`src/inc/umr_defines.svh`:
```
/*
 * constants of the upper memory reclaim decoder
 * assumes: included by umr_pkg, the decoder, the bench and the requester
 */
`ifndef UMR_DEFINES_SVH
`define UMR_DEFINES_SVH

// ****************************************
// widths
// ****************************************
`define UMR_REQ_AW       40
`define UMR_PHYS_AW      36
`define UMR_MB_W         16
`define UMR_LOW_W        12
`define UMR_UPPER_W      4
`define UMR_MB_SHIFT     20

// ****************************************
// boundaries, in 1 MB units
// ****************************************
`define UMR_FOUR_GB_MB   16'h1000
`define UMR_MAX_DRAM_MB  16'h2000
`define UMR_ALIGN_MASK   16'hFFC0

// ****************************************
// configuration space size masks
// ****************************************
`define UMR_CFG_MASK_256 16'hFF00
`define UMR_CFG_MASK_128 16'hFF80
`define UMR_CFG_MASK_64  16'hFFC0

// ****************************************
// field positions and reset values
// ****************************************
`define UMR_CMD_MEM_EN   1
`define UMR_IL_CH_BIT    6
`define UMR_RST_MB       16'h0000

`endif

```
`src/inc/umr_pkg.sv`:
```
/*
 * types of the upper memory reclaim decoder
 * assumes: umr_defines.svh is on the include path
 */
`include "umr_defines.svh"

package umr_pkg;

    typedef enum logic [2:0] {
        UMR_TGT_DRAM,
        UMR_TGT_PCIE,
        UMR_TGT_SBLINK,
        UMR_TGT_CFG,
        UMR_TGT_INVALID
    } umr_target_t;

    typedef struct packed {
        logic                     resp_valid;
        umr_target_t              target;
        logic [`UMR_PHYS_AW-1:0]  addr;
        logic                     channel;
        logic                     direct;
        logic [`UMR_MB_W-1:0]     stolen_base;
        logic [`UMR_MB_W-1:0]     remap_base;
        logic [`UMR_MB_W-1:0]     remap_limit;
        logic [`UMR_MB_W-1:0]     upper_top;
        logic                     remap_active;
    } umr_state_t;

endpackage : umr_pkg

```
`src/hdl/umr_decoder.sv`:
```
/*
 * upper memory reclaim decoder: routes each request to dram, the
 * express port, the config space, the south bridge link or invalid, one cycle
 * after it is presented, and remaps dram hidden under the i/o hole.
 * assumes: configuration ports come from logic on clk_in and are
 * stable while requests run; one request per cycle at most.
 */
// Functional notes
// - upstream request with address above 36 bits is an invalid cycle
// - populated dram handled is clamped to 8 GB
// - populated memory top is total dram, not the highest address
// - stolen base is populated top minus stolen size
// - reclaim off: upper usable top is populated top minus stolen
// - reclaim on: upper usable top equals remap window limit
// - remap base is populated top minus stolen, 64 MB aligned
// - low usable top compares only against A[31:20]
// - upper usable top marks direct dram for access, early, trusted flags
// - dram between low usable top and 4 GB remaps from the remap base upward
// - remap window hit translates to dram from low usable top upward
// - window base and limit compare with A[31:20]
// - base low bits zero, limit low bits FFFFFh, 1 MB grain
// - base <= addr <= limit claims for the port, per window
// - port memory enable bit gates both windows
// - upper bits extend prefetch window above 4 GB
// - programmable flat config space base and size
// - stacked mode: channel 0 last row boundary picks channel
// - unclaimed low usable top to 4 GB goes to south bridge link
`timescale 1ns/10ps
`include "umr_defines.svh"

module umr_decoder (
    input  wire logic                     clk_in,
    input  wire logic                     rst_n_in,
    input  wire logic                     req_valid_in,
    input  wire logic                     req_upstream_in,
    input  wire logic [`UMR_REQ_AW-1:0]   req_addr_in,
    input  wire logic [`UMR_MB_W-1:0]     populated_memory_top_in,
    input  wire logic [`UMR_MB_W-1:0]     stolen_size_in,
    input  wire logic                     reclaim_en_in,
    input  wire logic [`UMR_LOW_W-1:0]    low_usable_dram_top_in,
    input  wire logic [`UMR_LOW_W-1:0]    mem_window_base_in,
    input  wire logic [`UMR_LOW_W-1:0]    mem_window_limit_in,
    input  wire logic [`UMR_LOW_W-1:0]    port_prefetch_window_base_in,
    input  wire logic [`UMR_LOW_W-1:0]    port_prefetch_window_limit_in,
    input  wire logic [`UMR_UPPER_W-1:0]  prefetch_base_upper_bits_in,
    input  wire logic [`UMR_UPPER_W-1:0]  prefetch_limit_upper_bits_in,
    input  wire logic [15:0]              port_command_reg_in,
    input  wire logic                     cfg_space_en_in,
    input  wire logic [1:0]               cfg_space_size_in,
    input  wire logic [`UMR_MB_W-1:0]     flat_config_space_base_in,
    input  wire logic                     stacked_mode_in,
    input  wire logic [`UMR_MB_W-1:0]     chan0_last_row_boundary_in,
    output logic                          resp_valid_out,
    output umr_pkg::umr_target_t          resp_target_out,
    output logic [`UMR_PHYS_AW-1:0]       resp_addr_out,
    output logic                          resp_channel_out,
    output logic                          mem_access_out,
    output logic                          early_path_out,
    output logic                          trusted_read_out,
    output logic [`UMR_MB_W-1:0]          stolen_base_out,
    output logic [`UMR_MB_W-1:0]          remap_window_base_out,
    output logic [`UMR_MB_W-1:0]          remap_window_limit_out,
    output logic [`UMR_MB_W-1:0]          upper_usable_dram_top_out,
    output logic                          remap_active_out
);
    import umr_pkg::*;

    // ****************************************
    // helpers
    // ****************************************
    function automatic logic [`UMR_MB_W-1:0] sat_sub(
        input logic [`UMR_MB_W-1:0] a,
        input logic [`UMR_MB_W-1:0] b
    );
        sat_sub = (a > b) ? a - b : `UMR_RST_MB;
    endfunction : sat_sub

    function automatic logic [`UMR_MB_W-1:0] cfg_mask(input logic [1:0] sel);
        case (sel)
            2'h1:    cfg_mask = `UMR_CFG_MASK_128;
            2'h2:    cfg_mask = `UMR_CFG_MASK_64;
            default: cfg_mask = `UMR_CFG_MASK_256;
        endcase
    endfunction : cfg_mask

    // ****************************************
    // reset release
    // ****************************************
    logic [1:0] rst_sync_r;
    logic       rst_n;

    always_ff @(posedge clk_in or negedge rst_n_in)
    begin
        if (!rst_n_in)
            rst_sync_r <= 2'h0;
        else
            rst_sync_r <= {rst_sync_r[0], 1'b1};
    end
    assign rst_n = rst_sync_r[1];

    // ****************************************
    // boundary arithmetic
    // ****************************************
    logic [`UMR_MB_W-1:0] mem_top_eff;
    logic [`UMR_MB_W-1:0] stolen_base;
    logic [`UMR_MB_W-1:0] remap_base;
    logic [`UMR_MB_W-1:0] low_top;
    logic [`UMR_MB_W-1:0] hole;
    logic [`UMR_MB_W-1:0] remap_limit;
    logic [`UMR_MB_W-1:0] upper_top;
    logic                 remap_active;

    always_comb
    begin
        // dram beyond the supported maximum is never decoded
        mem_top_eff = (populated_memory_top_in > `UMR_MAX_DRAM_MB) ?
                      `UMR_MAX_DRAM_MB : populated_memory_top_in;
        stolen_base = sat_sub(mem_top_eff, stolen_size_in);
        remap_base = stolen_base & `UMR_ALIGN_MASK;
        low_top = {4'h0, low_usable_dram_top_in};
        hole = sat_sub(`UMR_FOUR_GB_MB, low_top);
        remap_limit = remap_base + hole - 16'h0001;
        remap_active = reclaim_en_in && (hole != `UMR_RST_MB);
        upper_top = reclaim_en_in ? remap_limit : stolen_base;
    end

    // ****************************************
    // address decode
    // ****************************************
    logic [`UMR_PHYS_AW-1:0] a36;
    logic [`UMR_MB_W-1:0]    amb;
    logic                    bad_hi;
    logic                    below4g;
    logic                    mem_en;
    logic                    cfg_hit;
    logic                    mem_hit;
    logic                    pf_hit;
    logic                    remap_hit;
    logic                    upper_dram;

    assign a36     = req_addr_in[`UMR_PHYS_AW-1:0];
    assign amb     = a36[`UMR_PHYS_AW-1:`UMR_MB_SHIFT];
    assign bad_hi  = |req_addr_in[`UMR_REQ_AW-1:`UMR_PHYS_AW];
    assign below4g = (amb < `UMR_FOUR_GB_MB);
    assign mem_en  = port_command_reg_in[`UMR_CMD_MEM_EN];

    always_comb
    begin
        cfg_hit = cfg_space_en_in &&
                  ((amb & cfg_mask(cfg_space_size_in)) ==
                   (flat_config_space_base_in & cfg_mask(cfg_space_size_in)));
        // the normal window only reaches below 4 GB
        mem_hit = mem_en && below4g &&
                  (amb[`UMR_LOW_W-1:0] >= mem_window_base_in) &&
                  (amb[`UMR_LOW_W-1:0] <= mem_window_limit_in);
        pf_hit  = mem_en &&
                  (amb >= {prefetch_base_upper_bits_in, port_prefetch_window_base_in}) &&
                  (amb <= {prefetch_limit_upper_bits_in,
                           port_prefetch_window_limit_in});
        remap_hit = remap_active && !below4g &&
                    (amb >= remap_base) && (amb <= remap_limit);
        // an enabled window's limit is inclusive, the plain top is not
        upper_dram = !below4g &&
                     (reclaim_en_in ? (amb <= upper_top) : (amb < upper_top));
    end

    // ****************************************
    // state
    // ****************************************
    umr_state_t st_r;
    umr_state_t st_nxt;

    always_comb
    begin
        logic [`UMR_MB_W-1:0] phys_mb;
        phys_mb = low_top + (amb - remap_base);
        st_nxt = st_r;
        st_nxt.resp_valid   = req_valid_in;
        st_nxt.stolen_base  = stolen_base;
        st_nxt.remap_base   = remap_base;
        st_nxt.remap_limit  = remap_limit;
        st_nxt.upper_top    = upper_top;
        st_nxt.remap_active = remap_active;
        st_nxt.addr         = a36;
        st_nxt.direct       = 1'b0;
        if (req_valid_in)
        begin
            if (req_upstream_in && bad_hi)
                st_nxt.target = UMR_TGT_INVALID;
            else if (cfg_hit)
                st_nxt.target = UMR_TGT_CFG;
            else if (mem_hit || pf_hit)
                st_nxt.target = UMR_TGT_PCIE;
            else if (below4g)
            begin
                if (amb[`UMR_LOW_W-1:0] < low_usable_dram_top_in)
                begin
                    st_nxt.target = UMR_TGT_DRAM;
                    st_nxt.direct = 1'b1;
                end
                else
                    st_nxt.target = UMR_TGT_SBLINK;
            end
            else if (upper_dram)
            begin
                st_nxt.target = UMR_TGT_DRAM;
                st_nxt.direct = 1'b1;
                if (remap_hit)
                    st_nxt.addr = {phys_mb, a36[`UMR_MB_SHIFT-1:0]};
            end
            else
                st_nxt.target = UMR_TGT_SBLINK;
            // stacked: channel 1 starts at channel 0's last row boundary
            st_nxt.channel = stacked_mode_in ?
                (st_nxt.addr[`UMR_PHYS_AW-1:`UMR_MB_SHIFT] >=
                 chan0_last_row_boundary_in) :
                st_nxt.addr[`UMR_IL_CH_BIT];
        end
    end

    always_ff @(posedge clk_in or negedge rst_n)
    begin
        if (!rst_n)
        begin
            st_r <= '0;
            st_r.target <= UMR_TGT_SBLINK;
        end
        else
            st_r <= st_nxt;
    end

    // ****************************************
    // outputs
    // ****************************************
    assign resp_valid_out            = st_r.resp_valid;
    assign resp_target_out           = st_r.target;
    assign resp_addr_out             = st_r.addr;
    assign resp_channel_out          = st_r.channel;
    assign mem_access_out            = st_r.resp_valid && st_r.direct;
    assign early_path_out            = st_r.resp_valid && st_r.direct;
    assign trusted_read_out          = st_r.resp_valid && st_r.direct;
    assign stolen_base_out           = st_r.stolen_base;
    assign remap_window_base_out     = st_r.remap_base;
    assign remap_window_limit_out    = st_r.remap_limit;
    assign upper_usable_dram_top_out = st_r.upper_top;
    assign remap_active_out          = st_r.remap_active;
endmodule : umr_decoder

```
`config.mk`:
```
export PLATFORM = sky130hd
export DESIGN_NAME = umr_decoder
export DESIGN_NICKNAME = d
export VERILOG_FILES = /design/src/inc/umr_pkg.sv /design/src/hdl/umr_decoder.sv
export VERILOG_INCLUDE_DIRS = /design/src /design/src/inc
export SDC_FILE = /design/constraint.sdc
export NUM_CORES = 1
export LEC_CHECK = 0
export BUFFER_PORTS_ARGS = -buffer_cell sky130_fd_sc_hd__buf_2
export CORE_ASPECT_RATIO = 0.6
export CORE_UTILIZATION = 47
export DETAILED_ROUTE_END_ITERATION = 7
export HOLD_SLACK_MARGIN = 0.05
export PLACE_DENSITY = 0.75
export SLEW_MARGIN = 5
export SYNTH_ARGS = -nofsm -noshare
export SYNTH_HDL_FRONTEND = slang
export SYNTH_SLANG_ARGS = --single-unit
```
`constraint.sdc`:
```
create_clock -name clk_in -period 2.8 [get_ports clk_in]
set_input_delay 0.14 -clock clk_in [delete_from_list [all_inputs] [get_ports clk_in]]
set_output_delay 0.14 -clock clk_in [all_outputs]
set_load 0.1 [all_outputs]
```
-- Word level (Yosys, flattened, before mapping)
Index checks and enable logic that the tools add are counted.
- bits in registers: 103
- output and inout port bits: 109
- add/sub/neg operators: 6
- magnitude comparators: 13
- equality and inequality tests: 3
- muxes and demuxes: 26
- bitwise logic cells: 2
- reduce and logical (&&, ||, !) cells: 17
- operators by type and width (operator ; count):
    $mux W36 ; 7
    $ge A16 B16 Y1 ; 3
    $le A16 B16 Y1 ; 3
    $mux W16 ; 3
    $mux W38 ; 1
    $and A16 B16 Y16 ; 2
    $sub A16 B16 Y16 ; 2
    $add A12 B16 Y16 ; 1
    $add A16 B16 Y16 ; 1
    $eq A16 B16 Y1 ; 1
    $gt A16 B14 Y1 const B ; 1
    $gt A16 B16 Y1 ; 1
    $lt A16 B13 Y1 const B ; 1
    $lt A16 B16 Y1 ; 1
    $pmux W8 S2 ; 1
    $reduce_bool A16 Y1 ; 1
    $sub A16 B1 Y16 const B ; 1
    $sub A13 B12 Y14 const A ; 1
    $logic_and A1 B1 Y1 ; 13
    $ge A12 B12 Y1 ; 1
    $le A12 B12 Y1 ; 1
    $lt A12 B12 Y1 ; 1
    $mux W2 ; 5
    $mux W1 ; 8
    other kinds (6) ; 6

-- Logic depth before layout (Yosys ltp)
- depth in word-level cells: 19
- depth in mapped cells: 46
- mapped depth without buffers: 44

-- Least setup slack after synthesis
No wires, ideal clock.
- path type: input-to-reg
- start: input port populated_memory_top_in[8]
- end: register st_r, in the netlist resp_channel_out
- library setup time: 0.127 ns
- arrival time: 8.793 ns
- required time: 2.673 ns
- setup slack: -6.120 ns
- stages on the path: 45
- cell sequence: nor4_1 nand4_1 a211oi_1 clkbuf_1 nand2_1 ha_1 inv_1 fa_1 nand3_1 a31o_2 a21oi_1 a211oi_1 nor2_1 o41a_1 clkbuf_1 nand2_1 ha_1 inv_1 (+9 left out) ha_1 nand4_1 or2_2 nor4_1 o211ai_2 nor4_4 buf_8 mux2i_1 ha_1 nand2b_1 a21o_1 a21o_1 a21o_1 a21o_1 a21oi_1 o21ai_0 a22oi_1 a21oi_1
- longest elaborated chain between the ends: 18
- ends and longest elaborated chain (what ; RTL line ; RTL):
    start, declared ; umr_decoder.sv:37 ; input wire logic [`UMR_MB_W-1:0] populated_memory_top_in,
    $gt A16 B14 Y1 (no source line) ; n/a ;
    $mux W16 (*) ; umr_decoder.sv:116 ; mem_top_eff = (populated_memory_top_in > `UMR_MAX_DRAM_MB) ?
    $sub A16 B16 Y16 or $gt A16 B16 Y1 (tied branches) ; umr_decoder.sv:75 ; sat_sub = (a > b) ? a - b : `UMR_RST_MB;
    $mux W16 (no source line) (*) ; n/a ;
    $add A16 B16 Y16 ; umr_decoder.sv:122 ; remap_limit = remap_base + hole - 16'h0001;
    $sub A16 B1 Y16 ; umr_decoder.sv:122 ;
    $mux W16 ; umr_decoder.sv:124 ; upper_top = reclaim_en_in ? remap_limit : stolen_base;
    $lt A16 B16 Y1 or $le A16 B16 Y1 (tied branches) ; umr_decoder.sv:164 ; (reclaim_en_in ? (amb <= upper_top) : (amb < upper_top));
    (+2 left out) ; n/a ;
    $mux W36 (*) ; umr_decoder.sv:204 ; else if (upper_dram)
    $mux W36 (*) ; umr_decoder.sv:194 ; else if (below4g)
    $mux W36 (*) ; umr_decoder.sv:192 ; else if (mem_hit || pf_hit)
    $mux W36 (*) ; umr_decoder.sv:190 ; else if (cfg_hit)
    $mux W36 (*) ; umr_decoder.sv:188 ; if (req_upstream_in && bad_hi)
    $mux W36 (*) ; umr_decoder.sv:186 ; if (req_valid_in)
    $ge A16 B16 Y1 ; umr_decoder.sv:215 ; (st_nxt.addr[`UMR_PHYS_AW-1:`UMR_MB_SHIFT] >=
    $mux W1 (*) ; umr_decoder.sv:214 ; st_nxt.channel = stacked_mode_in ?
    end signal, assigned ; umr_decoder.sv:229 ; st_r <= st_nxt;
    end, declared ; umr_decoder.sv:170 ; umr_state_t st_r;
Mark *: on every way between the ends. The rest lies on a longest branch, timed or not. The select of a mux whose other input is x is not followed.
A chain may end at the register's enable or synchronous reset.

-- Final worst setup path
- start: input port populated_memory_top_in[2]
- end: register st_r, in the netlist resp_channel_out
Same word-level chain as after synthesis.

==> metrics.yaml <==
worst-path-buf-inv: 7
viasPerCell: 5.37
finalWeightedCongestion: 0.942
syn-instance-count: 1164
slowest_stage: "ha_1"
num_rows: 41
grt_max_degree: 51
synth-seq-area-share_pct: 22.8
maxSlewHeadroom_pct: 60.8
postLayoutSetupSlackWorst_ps: -5110
yosysTopAreaCell: "ha_1"
yosysWarnings: 0
drc: 0
clk_path_buf_depth: 2
slew_violations: 0
clk_pin_slew_worst_paths_ps: 70
cts_buffers: 9
track_usage_pct: 32.4
ys_ff_latch: 93
clock-root-buffer: "clkbuf_16"
clk_latency_ps: 370
fin_skew_ps: 8.13
p_leak_nw: 8.50
max-vdd-ir-drop_v: 0.000970
syn_area_um2: 10200
cpLargestDelayFamily: "compound AO/OA/AOI/OAI gates"
drive_above_1_share_pct: 47.5
met2WireLength_um: 17500
hp-class: "in2async"
synth_area_leaders: "ha_1, dfrtp_1, buf_4"
async_reset_ff_share_pct: 100
synth_cell_types: 61
placed_cell_area_um2: 13500
synth_ff_type: "dfrtp_1"
fin_area_um2: 15400
cp_max_fo: 8
yosysMostFrequentCell: "inv_1"
area_growth_pct: 50.4
cts_sinks: 93
core_area_um2: 21100
antenna_found_initial: 1
cp.arrival_ps: 8160
num_vias: 10700
ant_nets: 0
synth_common_cells: "inv_1, ha_1, buf_4"
synth_edf_count: 0
wire_per_inst_um: 18.9
grt_pass1_vias: 10800
firstDrtPassIters: 5
violations: "setup timing"
drtIter0Drc: 797
rsz0062_at_grt: "yes"
setup_viol: 58
nNetsFinal: 2112
die_area_um2: 22300
place_ws_ps: -5800
final_util_pct: 72.7
chipWidth_um: 192
wl_met1_um: 15900
netlist.area_leader.share_pct: 23.2
outcome: "complete, but fails checks"
seqCellArea_um2: 2330
total_power_mw: 9.53
pwr_density_cell_nw_per_um2: 621
end_kind: "flop"
detailed_place_hpwl_um: 26500
n_fill_cell: 1477
finalCriticalPeriod_ps: 7910
multiInputGateArea_um2: 7090
cp.required_ps: 3050
start_kind: "primary input"
cpPeakStageDelay_ps: 320
avgSynthCellArea_um2: 8.77
num_io_pins: 306
start_util_pct: 48.3
clock.fmax_mhz: 126
wl_met3_um: 3180
tns_ps: -113220
wl_um: 37800
routed.top_layer: "met5"
crit_type: "in2reg"
cap_violations: 0
cts_tree: "built"
ctsHtreeMaxLevel: 3
finalCritPeriodShare_pct: 283
grt_pass1_wl_um: 55400
worst_slew_pin_slew_ps: 588
portBuffers: 278
grt_overflow: 0
die_h_um: 116
hold_viol_final: 0
per-stage QoR:
step | instances | hold WS, ps
after floorplan | 1171 | -156
after global placement | 1888 | -72.5
after detailed placement | 1888 | -71.9
after CTS | 2019 | 79.0
after global routing | 2000 | 99.9
final | 2001 | 106
where the power goes:
part / internal (mW) / total (mW) / switching [mW]
clock network: 0.626 / 1.25 / 0.626
logic: 2.50 / 6.61 / 4.11
registers: 1.57 / 1.67 / 0.101
total: 4.69 / 9.53 / 4.84
logic make-up after synthesis:
logic type,after synthesis,synth area share (%)
buffers and inverters,322,15.9
AO/OA/AOI/OAI,234,15.3
AND/OR/NAND/NOR,219,11.3
adder cells (fa/ha/maj),199,25.1
flip-flops,93,22.8
XOR/XNOR,61,5.23
multiplexers,34,4.34
other,2,0.0735
state kept, by name (all words and copies together), names as in the netlist:
| name | flops |
|---|---|
| resp_valid_out | 1 |
| remap_window_limit_out | 16 |
| stolen_base_out | 15 |
| st_r | 1 |
| resp_addr_out | 36 |
| resp_channel_out | 1 |
| upper_usable_dram_top_out | 16 |
| remap_window_base_out | 1 |
| rst_sync_r | 2 |
| remap_active_out | 1 |
| resp_target_out | 3 |
worst paths after layout:
check | from | end | slack, ps | cells after the start
worst max-delay path | populated_memory_top_in[2] | resp_channel_out | -5110 | 48
worst min-delay path | rst_n_in | rst_sync_r[1] | 110 | 2
worst max register to register | rst_sync_r[1] | remap_window_limit_out[1] | 1780 | 1
worst min register to register | rst_sync_r[1] | stolen_base_out[10] | 320 | 0
max in group asynchronous | rst_sync_r[1] | remap_window_limit_out[1] | 1780 | 1
min in group clk_in | low_usable_dram_top_in[0] | remap_window_limit_out[0] | 140 | 3
per-layer routing:
metal,global-route usage [%],vias up
li1,-,4950
met1,40.9,5120
met2,55.2,549
met3,8.47,126
met4,8.45,2
met5,0,-
cell usage in the layout (no fill, tap or decap), types with 10 or more instances in the layout:
| cell | synthesis | routed |
|---|---|---|
| a21o_1 | 42 | 42 |
| a21oi_1 | 66 | 51 |
| a21oi_2 | 1 | 14 |
| buf_2 | 0 | 274 |
| buf_4 | 105 | 303 |
| buf_6 | 0 | 41 |
| clkbuf_16 | 0 | 10 |
| dfrtp_1 | 92 | 91 |
| dlygate4sd3_1 | 0 | 22 |
| ha_1 | 189 | 172 |
| ha_4 | 0 | 15 |
| inv_1 | 207 | 188 |
| inv_2 | 0 | 14 |
| mux2_4 | 17 | 24 |
| nand2_1 | 55 | 39 |
| nand2_4 | 0 | 10 |
| nand3_1 | 20 | 15 |
| nand4_1 | 21 | 21 |
| nor2_1 | 33 | 26 |
| nor2b_1 | 11 | 11 |
| nor3_1 | 20 | 18 |
| o21a_1 | 26 | 25 |
| o21ai_0 | 39 | 23 |
| o21ai_2 | 0 | 10 |
| xnor2_1 | 40 | 30 |
| xor2_1 | 21 | 20 |
what timing repair did:
item                                   4_1_cts  5_1_grt
gates cloned                                 1        0
pin swaps                                   42       37
setup buffers                               97       28
setup endpoints to repair                   61       61
gates resized for setup                     96       84
endpoints found under the hold margin       23        0
hold buffers                                22        0
layout make-up:
class	instances	share of cell area, %
flip-flops and latches	93	15.2
multi-input cells	756	46.2
well taps	279	2.27
diodes	1	0.0163
clock buffers	9	1.47
repair buffers	649	29.3
inverters	207	5.14
clock inverters	7	0.448
Note: power is estimated with default switching activity, not from simulation.
